==> src/include/ssu_pkg.sv <==
package ssu_pkg;

	// ==========================================================================
	// Serial frame layout
	// ==========================================================================
	localparam int          SSU_ADDR_W     = 9;
	localparam int          SSU_DATA_W     = 16;
	localparam int          SSU_FRAME_W    = SSU_ADDR_W + 1 + SSU_DATA_W;
	localparam logic [4:0]  SSU_FRAME_LAST = 5'h19;
	localparam logic        SSU_WR_FLAG    = 1'h1;
	localparam logic        SSU_RD_FLAG    = 1'h0;

	// ==========================================================================
	// Sensor register addresses
	// ==========================================================================
	localparam logic [8:0] SSU_A_CLKGEN_RST  = 9'h009;
	localparam logic [8:0] SSU_A_GLOBAL_RST  = 9'h00A;
	localparam logic [8:0] SSU_A_CLK_DIST    = 9'h020;
	localparam logic [8:0] SSU_A_COL_MUX_EN  = 9'h028;
	localparam logic [8:0] SSU_A_IMG_CORE    = 9'h029;
	localparam logic [8:0] SSU_A_FRONT_EN    = 9'h030;
	localparam logic [8:0] SSU_A_BIAS_EN     = 9'h040;
	localparam logic [8:0] SSU_A_OUT_DRV     = 9'h070;
	localparam logic [8:0] SSU_A_BLACK_CAL   = 9'h080;
	localparam logic [8:0] SSU_A_DATA_WIDTH  = 9'h081;
	localparam logic [8:0] SSU_A_SEQ_CTRL    = 9'h0C0;
	// Lock-detect status location; arbitrary placement
	localparam logic [8:0] SSU_A_PLL_STATUS  = 9'h018;
	localparam int         SSU_LOCK_BIT      = 0;

	// ==========================================================================
	// Data values and masks
	// ==========================================================================
	localparam logic [15:0] SSU_ZERO        = 16'h0000;
	localparam logic [15:0] SSU_CLK_BASE    = 16'h2002;
	localparam logic [15:0] SSU_CLK_8BIT    = 16'h0008;
	localparam logic [15:0] SSU_CLK_PLL     = 16'h0004;
	localparam logic [15:0] SSU_CLK_ANALOG  = 16'h0001;
	localparam logic [15:0] SSU_TX_SERIAL   = 16'h0007;
	localparam logic [15:0] SSU_TX_PARALLEL = 16'h0000;
	localparam logic [15:0] SSU_WIDTH_MASK  = 16'h2000;
	localparam logic [15:0] SSU_SEQEN_MASK  = 16'h0001;
	localparam logic [15:0] SSU_IMG_CORE_V  = 16'h085A;
	localparam logic [15:0] SSU_BLACK_CAL_V = 16'h4710;

	// ==========================================================================
	// Upload sequence: clock part 2, fixed uploads, soft power up, enable
	// ==========================================================================
	localparam int         SSU_SEQ_N      = 71;
	localparam logic [6:0] SSU_IDX_CLK2   = 7'h01;
	localparam logic [6:0] SSU_IDX_WIDTH  = 7'h04;
	localparam logic [6:0] SSU_IDX_PU_CLK = 7'h3F;
	localparam logic [6:0] SSU_IDX_TX     = 7'h45;
	localparam logic [6:0] SSU_IDX_ENABLE = 7'h46;
	localparam logic [6:0] SSU_IDX_LAST   = 7'h46;

	localparam logic [24:0] SSU_SEQ [0:SSU_SEQ_N-1] = '{
		{9'h009, 16'h0000}, {9'h020, 16'h200E}, {9'h022, 16'h0001},
		{9'h029, 16'h085A}, {9'h081, 16'h0000}, {9'h041, 16'h288B}, {9'h042, 16'h53C5},
		{9'h043, 16'h0344}, {9'h044, 16'h0085}, {9'h046, 16'h4800}, {9'h080, 16'h4710},
		{9'h0C5, 16'h0103}, {9'h0B0, 16'h00F5}, {9'h0B4, 16'h00FD}, {9'h0B5, 16'h0144},
		{9'h183, 16'h549F}, {9'h184, 16'h549F}, {9'h185, 16'h5091}, {9'h186, 16'h1011},
		{9'h187, 16'h111F}, {9'h188, 16'h1110}, {9'h1AF, 16'h0356}, {9'h1B0, 16'h0141},
		{9'h1B1, 16'h214F}, {9'h1B2, 16'h214A}, {9'h1B3, 16'h2101}, {9'h1B4, 16'h0101},
		{9'h1B5, 16'h0B85}, {9'h1B6, 16'h0381}, {9'h1B7, 16'h0181}, {9'h1B8, 16'h218F},
		{9'h1B9, 16'h218A}, {9'h1BA, 16'h2101}, {9'h1BB, 16'h0100}, {9'h1BF, 16'h0B55},
		{9'h1C0, 16'h0351}, {9'h1C1, 16'h0141}, {9'h1C2, 16'h214F}, {9'h1C3, 16'h214A},
		{9'h1C4, 16'h2101}, {9'h1C5, 16'h0101}, {9'h1C6, 16'h0B85}, {9'h1C7, 16'h0381},
		{9'h1C8, 16'h0181}, {9'h1C9, 16'h218F}, {9'h1CA, 16'h218A}, {9'h1CB, 16'h2101},
		{9'h1CC, 16'h0100}, {9'h1D5, 16'h2184}, {9'h1D8, 16'h1347}, {9'h1DC, 16'h2144},
		{9'h1E0, 16'h8D04}, {9'h1E1, 16'h8501}, {9'h1E4, 16'hCD04}, {9'h1E5, 16'hC501},
		{9'h1E9, 16'h0BE2}, {9'h1ED, 16'h2184}, {9'h1F0, 16'h1347}, {9'h1F4, 16'h2144},
		{9'h1F8, 16'h8D04}, {9'h1F9, 16'h8501}, {9'h1FC, 16'hCD04}, {9'h1FD, 16'hC501},
		{9'h020, 16'h200F}, {9'h00A, 16'h0000}, {9'h040, 16'h0001}, {9'h048, 16'h0203},
		{9'h028, 16'h0003}, {9'h030, 16'h0001}, {9'h070, 16'h0007},
		{9'h0C0, 16'h0001}
	};

	// ==========================================================================
	// State encodings (Gray along the listed order)
	// ==========================================================================
	typedef enum logic [2:0] {
		SSU_IDLE      = 3'h0,
		SSU_LOCK_REQ  = 3'h1,
		SSU_LOCK_WAIT = 3'h3,
		SSU_ISSUE     = 3'h2,
		SSU_RD_WAIT   = 3'h6,
		SSU_WR_WAIT   = 3'h7
	} ssu_ctl_e;

	typedef enum logic [2:0] {
		SSU_SPI_IDLE  = 3'h0,
		SSU_SPI_LEAD  = 3'h1,
		SSU_SPI_SHIFT = 3'h3,
		SSU_SPI_TRAIL = 3'h2,
		SSU_SPI_GAP   = 3'h6
	} ssu_spi_e;

endpackage : ssu_pkg

==> src/core/ssu_spi.sv <==
`timescale 1ns/1ps
module ssu_spi #(
	parameter int CLK_DIV = 4
) (
	input  wire logic        clk,
	input  wire logic        rst,
	input  wire logic        req,
	input  wire logic        wr,
	input  wire logic [8:0]  addr,
	input  wire logic [15:0] wdata,
	input  wire logic        miso,
	output logic             ack,
	output logic [15:0]      rdata,
	output logic             sclk,
	output logic             ss_n,
	output logic             mosi
);

	// Read data needs half a serial period to cover the two-stage synchroniser
	if (CLK_DIV < 4 || CLK_DIV > 256) begin : g_bad_div
		$error("ssu_spi: CLK_DIV must lie in 4..256");
	end

	typedef struct packed {
		ssu_pkg::ssu_spi_e st;
		logic [7:0]        div;
		logic [25:0]       sh;
		logic [4:0]        cnt;
		logic              sclk;
		logic              ss_n;
		logic              mosi;
		logic [15:0]       rd;
		logic              ack;
		logic              miso_s1;
		logic              miso_s2;
	} ssu_spi_s;

	ssu_spi_s s_q;
	ssu_spi_s s_d;
	logic     tick;

	// ==========================================================================
	// Frame engine
	// ==========================================================================
	always_comb begin
		s_d         = s_q;
		s_d.ack     = 1'h0;
		s_d.miso_s1 = miso;
		s_d.miso_s2 = s_q.miso_s1;
		tick        = (s_q.div == 8'(CLK_DIV - 1));
		s_d.div     = tick ? 8'h00 : s_q.div + 8'h01;
		case (s_q.st)
			ssu_pkg::SSU_SPI_IDLE: begin
				s_d.div = 8'h00;
				if (req) begin
					s_d.sh   = {addr, wr, wdata};
					s_d.mosi = addr[8];
					s_d.ss_n = 1'h0;
					s_d.cnt  = 5'h00;
					s_d.st   = ssu_pkg::SSU_SPI_LEAD;
				end
			end
			ssu_pkg::SSU_SPI_LEAD: begin
				if (tick) begin
					s_d.st = ssu_pkg::SSU_SPI_SHIFT;
				end
			end
			ssu_pkg::SSU_SPI_SHIFT: begin
				if (tick && !s_q.sclk) begin
					s_d.sclk = 1'h1;
					s_d.rd   = {s_q.rd[14:0], s_q.miso_s2};
				end else if (tick) begin
					s_d.sclk = 1'h0;
					if (s_q.cnt == ssu_pkg::SSU_FRAME_LAST) begin
						s_d.st = ssu_pkg::SSU_SPI_TRAIL;
					end else begin
						s_d.cnt  = s_q.cnt + 5'h01;
						s_d.sh   = {s_q.sh[24:0], 1'h0};
						s_d.mosi = s_q.sh[24];
					end
				end
			end
			ssu_pkg::SSU_SPI_TRAIL: begin
				if (tick) begin
					s_d.ss_n = 1'h1;
					s_d.mosi = 1'h0;
					s_d.st   = ssu_pkg::SSU_SPI_GAP;
				end
			end
			ssu_pkg::SSU_SPI_GAP: begin
				// Chip select stays high at least half a serial period so frames never merge
				if (tick) begin
					s_d.ack = 1'h1;
					s_d.st  = ssu_pkg::SSU_SPI_IDLE;
				end
			end
			default: begin
				s_d.st = ssu_pkg::SSU_SPI_IDLE;
			end
		endcase
	end

	always_ff @(posedge clk or posedge rst) begin
		if (rst) begin
			s_q <= '{st: ssu_pkg::SSU_SPI_IDLE, ss_n: 1'h1, default: '0};
		end else begin
			s_q <= s_d;
		end
	end

	assign ack   = s_q.ack;
	assign rdata = s_q.rd;
	assign sclk  = s_q.sclk;
	assign ss_n  = s_q.ss_n;
	assign mosi  = s_q.mosi;

endmodule : ssu_spi

==> src/core/ssu_loader.sv <==
// Overview of operation
// Parallel clock part 2: 9, 32, 34.
// Fixed reserved uploads in listed order.
// Calibration, exposure, sequencer program exactly.
// Register 129 bit 13 selects width.
// Power up starts with mode clock value.
// Then release soft reset, register 10.
// Enable bias, pump, multiplexer, front end.
// Register 112 last, serial or parallel.
// Set sequencer enable bit to start.
// Preserve other bits of register 192.
// Every action is single ordered writes.
// PLL serial modes wait for lock.
// Clearing enable bit stops the sequencer.
// One write completes before the next.
`timescale 1ns/1ps
module ssu_loader #(
	parameter int CLK_DIV = 4
) (
	input  wire logic CLK,
	input  wire logic SYS_RST,
	input  wire logic START,
	input  wire logic STOP,
	input  wire logic MODE_8BIT,
	input  wire logic MODE_PLL,
	input  wire logic MODE_PARALLEL,
	input  wire logic SPI_MISO,
	output logic      BUSY,
	output logic      DONE,
	output logic      ERR,
	output logic      RUNNING,
	output logic      SPI_SS_N,
	output logic      SPI_SCLK,
	output logic      SPI_MOSI
);

	// The serial engine refuses the same range; caught here so the top fails first
	if (CLK_DIV < 4 || CLK_DIV > 256) begin : g_bad_div
		$error("ssu_loader: CLK_DIV must lie in 4..256");
	end

	typedef struct packed {
		ssu_pkg::ssu_ctl_e st;
		logic [6:0]        idx;
		logic [15:0]       rd;
		logic              req;
		logic              wr;
		logic [8:0]        addr;
		logic [15:0]       wdata;
		logic              busy;
		logic              done;
		logic              err;
		logic              running;
		logic              stopping;
		logic              m8;
		logic              pll;
		logic              par;
		logic              lock_seen;
		logic [8:0]        last_addr;
		logic [8:0]        prev_addr;
	} ssu_ctl_s;

	ssu_ctl_s    s_q;
	ssu_ctl_s    s_d;
	logic        spi_ack;
	logic [15:0] spi_rdata;
	logic [24:0] entry;
	logic [15:0] mask;

	// ==========================================================================
	// Table decoding
	// ==========================================================================
	function automatic logic [15:0] clk_cfg(input logic m8, input logic pll);
		clk_cfg = ssu_pkg::SSU_CLK_BASE | (m8 ? ssu_pkg::SSU_CLK_8BIT : ssu_pkg::SSU_ZERO)
			| (pll ? ssu_pkg::SSU_CLK_PLL : ssu_pkg::SSU_ZERO);
	endfunction : clk_cfg

	function automatic logic [15:0] rmw_mask(input logic [6:0] idx);
		case (idx)
			ssu_pkg::SSU_IDX_WIDTH: rmw_mask = ssu_pkg::SSU_WIDTH_MASK;
			ssu_pkg::SSU_IDX_ENABLE: rmw_mask = ssu_pkg::SSU_SEQEN_MASK;
			default: rmw_mask = ssu_pkg::SSU_ZERO;
		endcase
	endfunction : rmw_mask

	// Mode-dependent entries override the stored word; the rest go out verbatim
	function automatic logic [24:0] entry_of(input ssu_ctl_s s);
		logic [24:0] e;
		logic        m8c;
		logic        pllc;
		e    = ssu_pkg::SSU_SEQ[s.idx];
		m8c  = s.m8 | s.par;
		pllc = s.pll | s.par;
		case (s.idx)
			ssu_pkg::SSU_IDX_CLK2: e[15:0] = clk_cfg(m8c, pllc);
			ssu_pkg::SSU_IDX_WIDTH: e[15:0] = s.m8 ? ssu_pkg::SSU_WIDTH_MASK : ssu_pkg::SSU_ZERO;
			ssu_pkg::SSU_IDX_PU_CLK: e[15:0] = clk_cfg(m8c, pllc) | ssu_pkg::SSU_CLK_ANALOG;
			ssu_pkg::SSU_IDX_TX: e[15:0] = s.par ? ssu_pkg::SSU_TX_PARALLEL : ssu_pkg::SSU_TX_SERIAL;
			ssu_pkg::SSU_IDX_ENABLE: e[15:0] = s.stopping ? ssu_pkg::SSU_ZERO : ssu_pkg::SSU_SEQEN_MASK;
			default: e = e;
		endcase
		entry_of = e;
	endfunction : entry_of

	// ==========================================================================
	// Sequencer
	// ==========================================================================
	always_comb begin
		s_d      = s_q;
		s_d.req  = 1'h0;
		s_d.done = 1'h0;
		s_d.err  = 1'h0;
		entry    = entry_of(s_q);
		mask     = rmw_mask(s_q.idx);
		case (s_q.st)
			ssu_pkg::SSU_IDLE: begin
				if (START && MODE_PARALLEL && MODE_8BIT) begin
					// The parallel variant only offers 10-bit output
					s_d.err = 1'h1;
				end else if (START) begin
					s_d.m8        = MODE_8BIT;
					s_d.pll       = MODE_PLL;
					s_d.par       = MODE_PARALLEL;
					s_d.idx       = '0;
					s_d.busy      = 1'h1;
					s_d.stopping  = 1'h0;
					s_d.running   = 1'h0;
					s_d.lock_seen = 1'h0;
					s_d.st = (MODE_PLL && !MODE_PARALLEL) ? ssu_pkg::SSU_LOCK_REQ : ssu_pkg::SSU_ISSUE;
				end else if (STOP && s_q.running) begin
					s_d.idx      = ssu_pkg::SSU_IDX_ENABLE;
					s_d.stopping = 1'h1;
					s_d.busy     = 1'h1;
					s_d.st       = ssu_pkg::SSU_ISSUE;
				end
			end
			ssu_pkg::SSU_LOCK_REQ: begin
				s_d.req  = 1'h1;
				s_d.wr   = ssu_pkg::SSU_RD_FLAG;
				s_d.addr = ssu_pkg::SSU_A_PLL_STATUS;
				s_d.st   = ssu_pkg::SSU_LOCK_WAIT;
			end
			ssu_pkg::SSU_LOCK_WAIT: begin
				if (spi_ack && spi_rdata[ssu_pkg::SSU_LOCK_BIT]) begin
					s_d.lock_seen = 1'h1;
					s_d.st        = ssu_pkg::SSU_ISSUE;
				end else if (spi_ack) begin
					s_d.st = ssu_pkg::SSU_LOCK_REQ;
				end
			end
			ssu_pkg::SSU_ISSUE: begin
				s_d.req  = 1'h1;
				s_d.addr = entry[24:16];
				if (mask != ssu_pkg::SSU_ZERO) begin
					s_d.wr = ssu_pkg::SSU_RD_FLAG;
					s_d.st = ssu_pkg::SSU_RD_WAIT;
				end else begin
					s_d.wr        = ssu_pkg::SSU_WR_FLAG;
					s_d.wdata     = entry[15:0];
					s_d.prev_addr = s_q.last_addr;
					s_d.last_addr = entry[24:16];
					s_d.st        = ssu_pkg::SSU_WR_WAIT;
				end
			end
			ssu_pkg::SSU_RD_WAIT: begin
				if (spi_ack) begin
					// Keep every other bit of the word as the sensor holds it
					s_d.rd        = spi_rdata;
					s_d.req       = 1'h1;
					s_d.wr        = ssu_pkg::SSU_WR_FLAG;
					s_d.wdata     = (spi_rdata & ~mask) | (entry[15:0] & mask);
					s_d.prev_addr = s_q.last_addr;
					s_d.last_addr = s_q.addr;
					s_d.st        = ssu_pkg::SSU_WR_WAIT;
				end
			end
			ssu_pkg::SSU_WR_WAIT: begin
				if (spi_ack && (s_q.stopping || s_q.idx == ssu_pkg::SSU_IDX_LAST)) begin
					s_d.busy    = 1'h0;
					s_d.done    = 1'h1;
					s_d.running = !s_q.stopping;
					s_d.st      = ssu_pkg::SSU_IDLE;
				end else if (spi_ack) begin
					s_d.idx = s_q.idx + 7'h01;
					s_d.st  = ssu_pkg::SSU_ISSUE;
				end
			end
			default: begin
				s_d.st = ssu_pkg::SSU_IDLE;
			end
		endcase
	end

	always_ff @(posedge CLK or posedge SYS_RST) begin
		if (SYS_RST) begin
			s_q <= '{st: ssu_pkg::SSU_IDLE, default: '0};
		end else begin
			s_q <= s_d;
		end
	end

	// ==========================================================================
	// Serial port
	// ==========================================================================
	ssu_spi #(
		.CLK_DIV(CLK_DIV)
	) u_spi (
		.clk   (CLK),
		.rst   (SYS_RST),
		.req   (s_q.req),
		.wr    (s_q.wr),
		.addr  (s_q.addr),
		.wdata (s_q.wdata),
		.miso  (SPI_MISO),
		.ack   (spi_ack),
		.rdata (spi_rdata),
		.sclk  (SPI_SCLK),
		.ss_n  (SPI_SS_N),
		.mosi  (SPI_MOSI)
	);

	assign BUSY    = s_q.busy;
	assign DONE    = s_q.done;
	assign ERR     = s_q.err;
	assign RUNNING = s_q.running;

	logic wr_go;
	assign wr_go = s_q.req && s_q.wr;
endmodule : ssu_loader

==> config.mk <==
export PLATFORM = sky130hd
export DESIGN_NAME = ssu_loader
export DESIGN_NICKNAME = d
export VERILOG_FILES = /design/src/include/ssu_pkg.sv /design/src/core/ssu_spi.sv /design/src/core/ssu_loader.sv
export SDC_FILE = /design/constraint.sdc
export NUM_CORES = 1
export LEC_CHECK = 0
export ABC_AREA = 1
export BUFFER_PORTS_ARGS = -buffer_cell sky130_fd_sc_hd__clkbuf_2
export CORE_AREA = 5 5 112 114
export DETAILED_ROUTE_END_ITERATION = 16
export DIE_AREA = 0 0 117 119
export PLACE_DENSITY = 0.8
export SLEW_MARGIN = 30
export SYNTH_ARGS = -nofsm -noshare
export SYNTH_HDL_FRONTEND = slang
export SYNTH_HIERARCHICAL = 1
export SYNTH_SLANG_ARGS = --single-unit
==> constraint.sdc <==
create_clock -name CLK -period 3.7 [get_ports CLK]
set_input_delay 0.37 -clock CLK [delete_from_list [all_inputs] [get_ports CLK]]
set_output_delay 0.37 -clock CLK [all_outputs]
set_load 0.03 [all_outputs]
==> results.py <==
metrics = {
    "status": {
        "status": "finished, final reports clean",
    },
    "power_and_ir_drop": {
        "finalPower_mw": 2.141,
        "p_sw_mw": 0.4878,
        "leakagePower_nw": 3.908,
        "p_int_mw": 1.654,
        "p_sw_share_pct": 22.78,
        "pwr-share-comb_pct": 1.4,
        "max-vdd-ir-drop_uv": 460.0,
        "clkPwrFrac_pct": 43.4,
        "power_density_mw_per_mm2": 289.6,
        "p_seq_share_pct": 55.1,
    },
    "setup_path": {
        "path_cells": "inv_2 -> nand3_1 -> inv_1 -> nand2_2 -> nand3_4 -> nand2_4 -> inv_4 -> a21oi_1 -> a21oi_1",
        "critical_path_class": "flop to flop",
        "critPathArrivalTime_ns": 2.72,
        "slowest_delay_ns": 0.85,
        "path_max_fanout": 25,
        "required_ns": 3.94,
        "cpMaxStageDelayCell": "dfrtp_1",
        "startpoint_type": "flop",
        "end_kind": "flop",
        "path_common_cell": "a21oi_1",
    },
    "synth": {
        "synth_cell_types": 45,
        "yosysSeqAreaShare_pct": 37.61,
        "yosys_warnings": 6,
        "ys_seq_elements": 108,
        "syn-cell-area_mm2": 0.007189,
        "syn_avg_cell_area_um2": 7.442,
        "syn_inst": 966,
        "synth_fp_nets": 993,
    },
    "flow_run": {
        "maxCapViolations": 0,
    },
    "cells_and_area": {
        "final_common_cell": "nand2_1",
        "stdcell_area_mm2": 0.007395,
        "layout_common_cells": "nand2_1, dfrtp_1, nor2_1",
        "syn2layout_area_growth_pct": 2.854,
        "fillers": 1047,
        "final_util_pct": 65.32,
        "final_nets": 974,
        "antenna_cells": 0,
        "drive_gt1_share_pct": 12.82,
    },
    "cts": {
        "cts_setup_buffers": 0,
        "path_clk_slew_ns": 0.07,
        "ctsResizeCount": 0,
        "hold_buffers": 0,
        "clkLatencyLatePin_ns": 0.36,
        "cts_tree": "built",
        "numClockSinks": 108,
        "root_buffer": "clkbuf_16",
        "cts_buffers": 9,
        "cts.htree.levels": 3,
        "cts.path.max_buffers": 2,
    },
    "global_route": {
        "antenna_found_initial": 0,
        "grt_pass1_wl_um": 30990,
        "grtUsageTotal_pct": 27.96,
        "grt_pass1_vias": 6282,
        "grt_max_degree": 57,
        "grt.overflow.total": 0,
    },
    "placed_design": {
        "dp_hpwl_um": 13430,
        "dpl-instance-area_mm2": 0.007109,
        "globalplace.congestion": 1.016,
        "portBuffers": 14,
    },
    "sta": {
        "rsz0062_at_grt": "false",
        "hold_viol_final": 0,
        "fmax_ghz": 0.4036,
        "slew_violations": 0,
        "setup_tns_ns": 0,
        "finalCriticalPeriod_ns": 2.478,
        "slew_headroom_pct": 47.95,
        "final.period_utilization_pct": 66.97,
        "tightest_slew_ns": 0.7808,
        "skew_ns": 0.009833,
        "setup_viol": 0,
    },
    "floorplanning": {
        "pin_count": 15,
        "die_y_um": 119,
        "initial_core_util_pct": 63.51,
        "rows": 39,
        "die_width_um": 117,
        "core-area_mm2": 0.01132,
        "die-area_mm2": 0.01392,
    },
    "drt": {
        "postRouteWirelength_um": 18600,
        "wl_per_cell_um": 16.99,
        "drc": 0,
        "via_count": 6504,
        "drtAntennaViolNets": 0,
        "initialDrtViolationCount": 801,
        "first_pass_iters": 6,
        "avgViaCountPerCell": 5.940,
    },
    "worst_hold_path": {
        "hp-class": "primary input to async pin",
    },
}
worst paths after layout:
kind,start,to,slack [ns],cells after the start
min reg2reg,u_spi/s_d[0],u_spi/s_q[0],0.36,0
max in group asynchronous,SYS_RST,u_spi/rdata[0],2.95,3
max,s_q[73],s_q[37],1.22,9
min in group CLK,SPI_MISO,u_spi/s_d[0],0.12,1
min,SYS_RST,s_q[33],0.1,2
max reg2reg,s_q[73],s_q[37],1.22,9
layer usage:
metal	vias up	share of wire, %	global-route usage, %
met2	344	46	42.89
met5	-	0	0
li1	3110	-	-
met3	78	8.2	5.477
met1	2972	42	38.61
met4	0	3.8	11.68
final cells by class:
type	count	area [um2]	area share [%]
multi-input cells	713	3744	50.63
flip-flops and latches	108	2705	36.58
inverters	95	367.9	4.975
clock buffers	9	225.2	3.046
well taps	143	178.9	2.420
repair buffers	20	115.1	1.557
clock inverters	7	58.81	0.7953
cell families (layout without fill, tap and decap cells):
logic type	count (synthesis)	after routing	share of synthesized area (%)
compound gates	179	179	14.32
simple gates	484	484	30.25
buf+inv	145	131	10.32
xor+xnor	7	7	0.8528
mux	24	24	3.341
fa+ha+maj	19	19	3.307
flops	108	108	37.61
metrics by stage:
step                hold slack (ns)  setup slack (ns)  cells
CTS                          0.1097             1.312   1095
detailed placement           0.3413             1.323   1079
global route                 0.1127             1.077   1095
finish                      0.09730             1.222   1095
floorplan                    0.3312             1.762    966
global placement             0.3439             1.298   1079
power by group through the flow:
stage               sequential (mW)  combinational, mW  clock (mW)
floorplan                      1.20             0.0190           0
global placement               1.20             0.0319           0
detailed placement             1.20             0.0331           0
CTS                            1.18             0.0330       0.948
global route                   1.18             0.0373       0.999
finish                         1.18             0.0308       0.930
registers in the layout, summed over array words and instances, names as in the netlist:
name and cells:
u_spi/mosi 1, u_spi/s_q 42, s_q 41, BUSY 1, DONE 1, u_spi/sclk 1, u_spi/ss_n 1, RUNNING 1
u_spi/rdata 16, u_spi/s_d 1, u_spi/ack 1, ERR 1
critical path: cells and delay by family, from the launching register on:
family / cells / cell delay (ns)
buffers and inverters: 3 / 0.61
DFF: 1 / 0.85
AOI/OAI and AO/OA: 2 / 0.27
and+or+nand+nor: 4 / 0.62
synth_stat cells, drive strengths merged:
library cell	instances	share of area, %
clkinv	1	0.070
xor2	5	0.61
a21boi	1	0.10
a21oi	69	5.0
nor3	7	0.49
o31ai	1	0.10
clkbuf	3	0.16
nor3b	4	0.42
o211ai	4	0.42
or2	5	0.44
buf	47	5.1
inv	94	5.0
mux2i	24	3.3
xnor2	2	0.24
o22ai	3	0.26
ha	19	3.3
dfstp	1	0.37
nand4	16	1.4
nand3b	2	0.26
and3	1	0.087
nor2	116	7.2
dfrtp	107	37
nand2	260	14
o21ai	94	7.8
a22o	2	0.24
nand3	73	5.6
a31oi	5	0.44
Power figures use the tool's default switching activity.
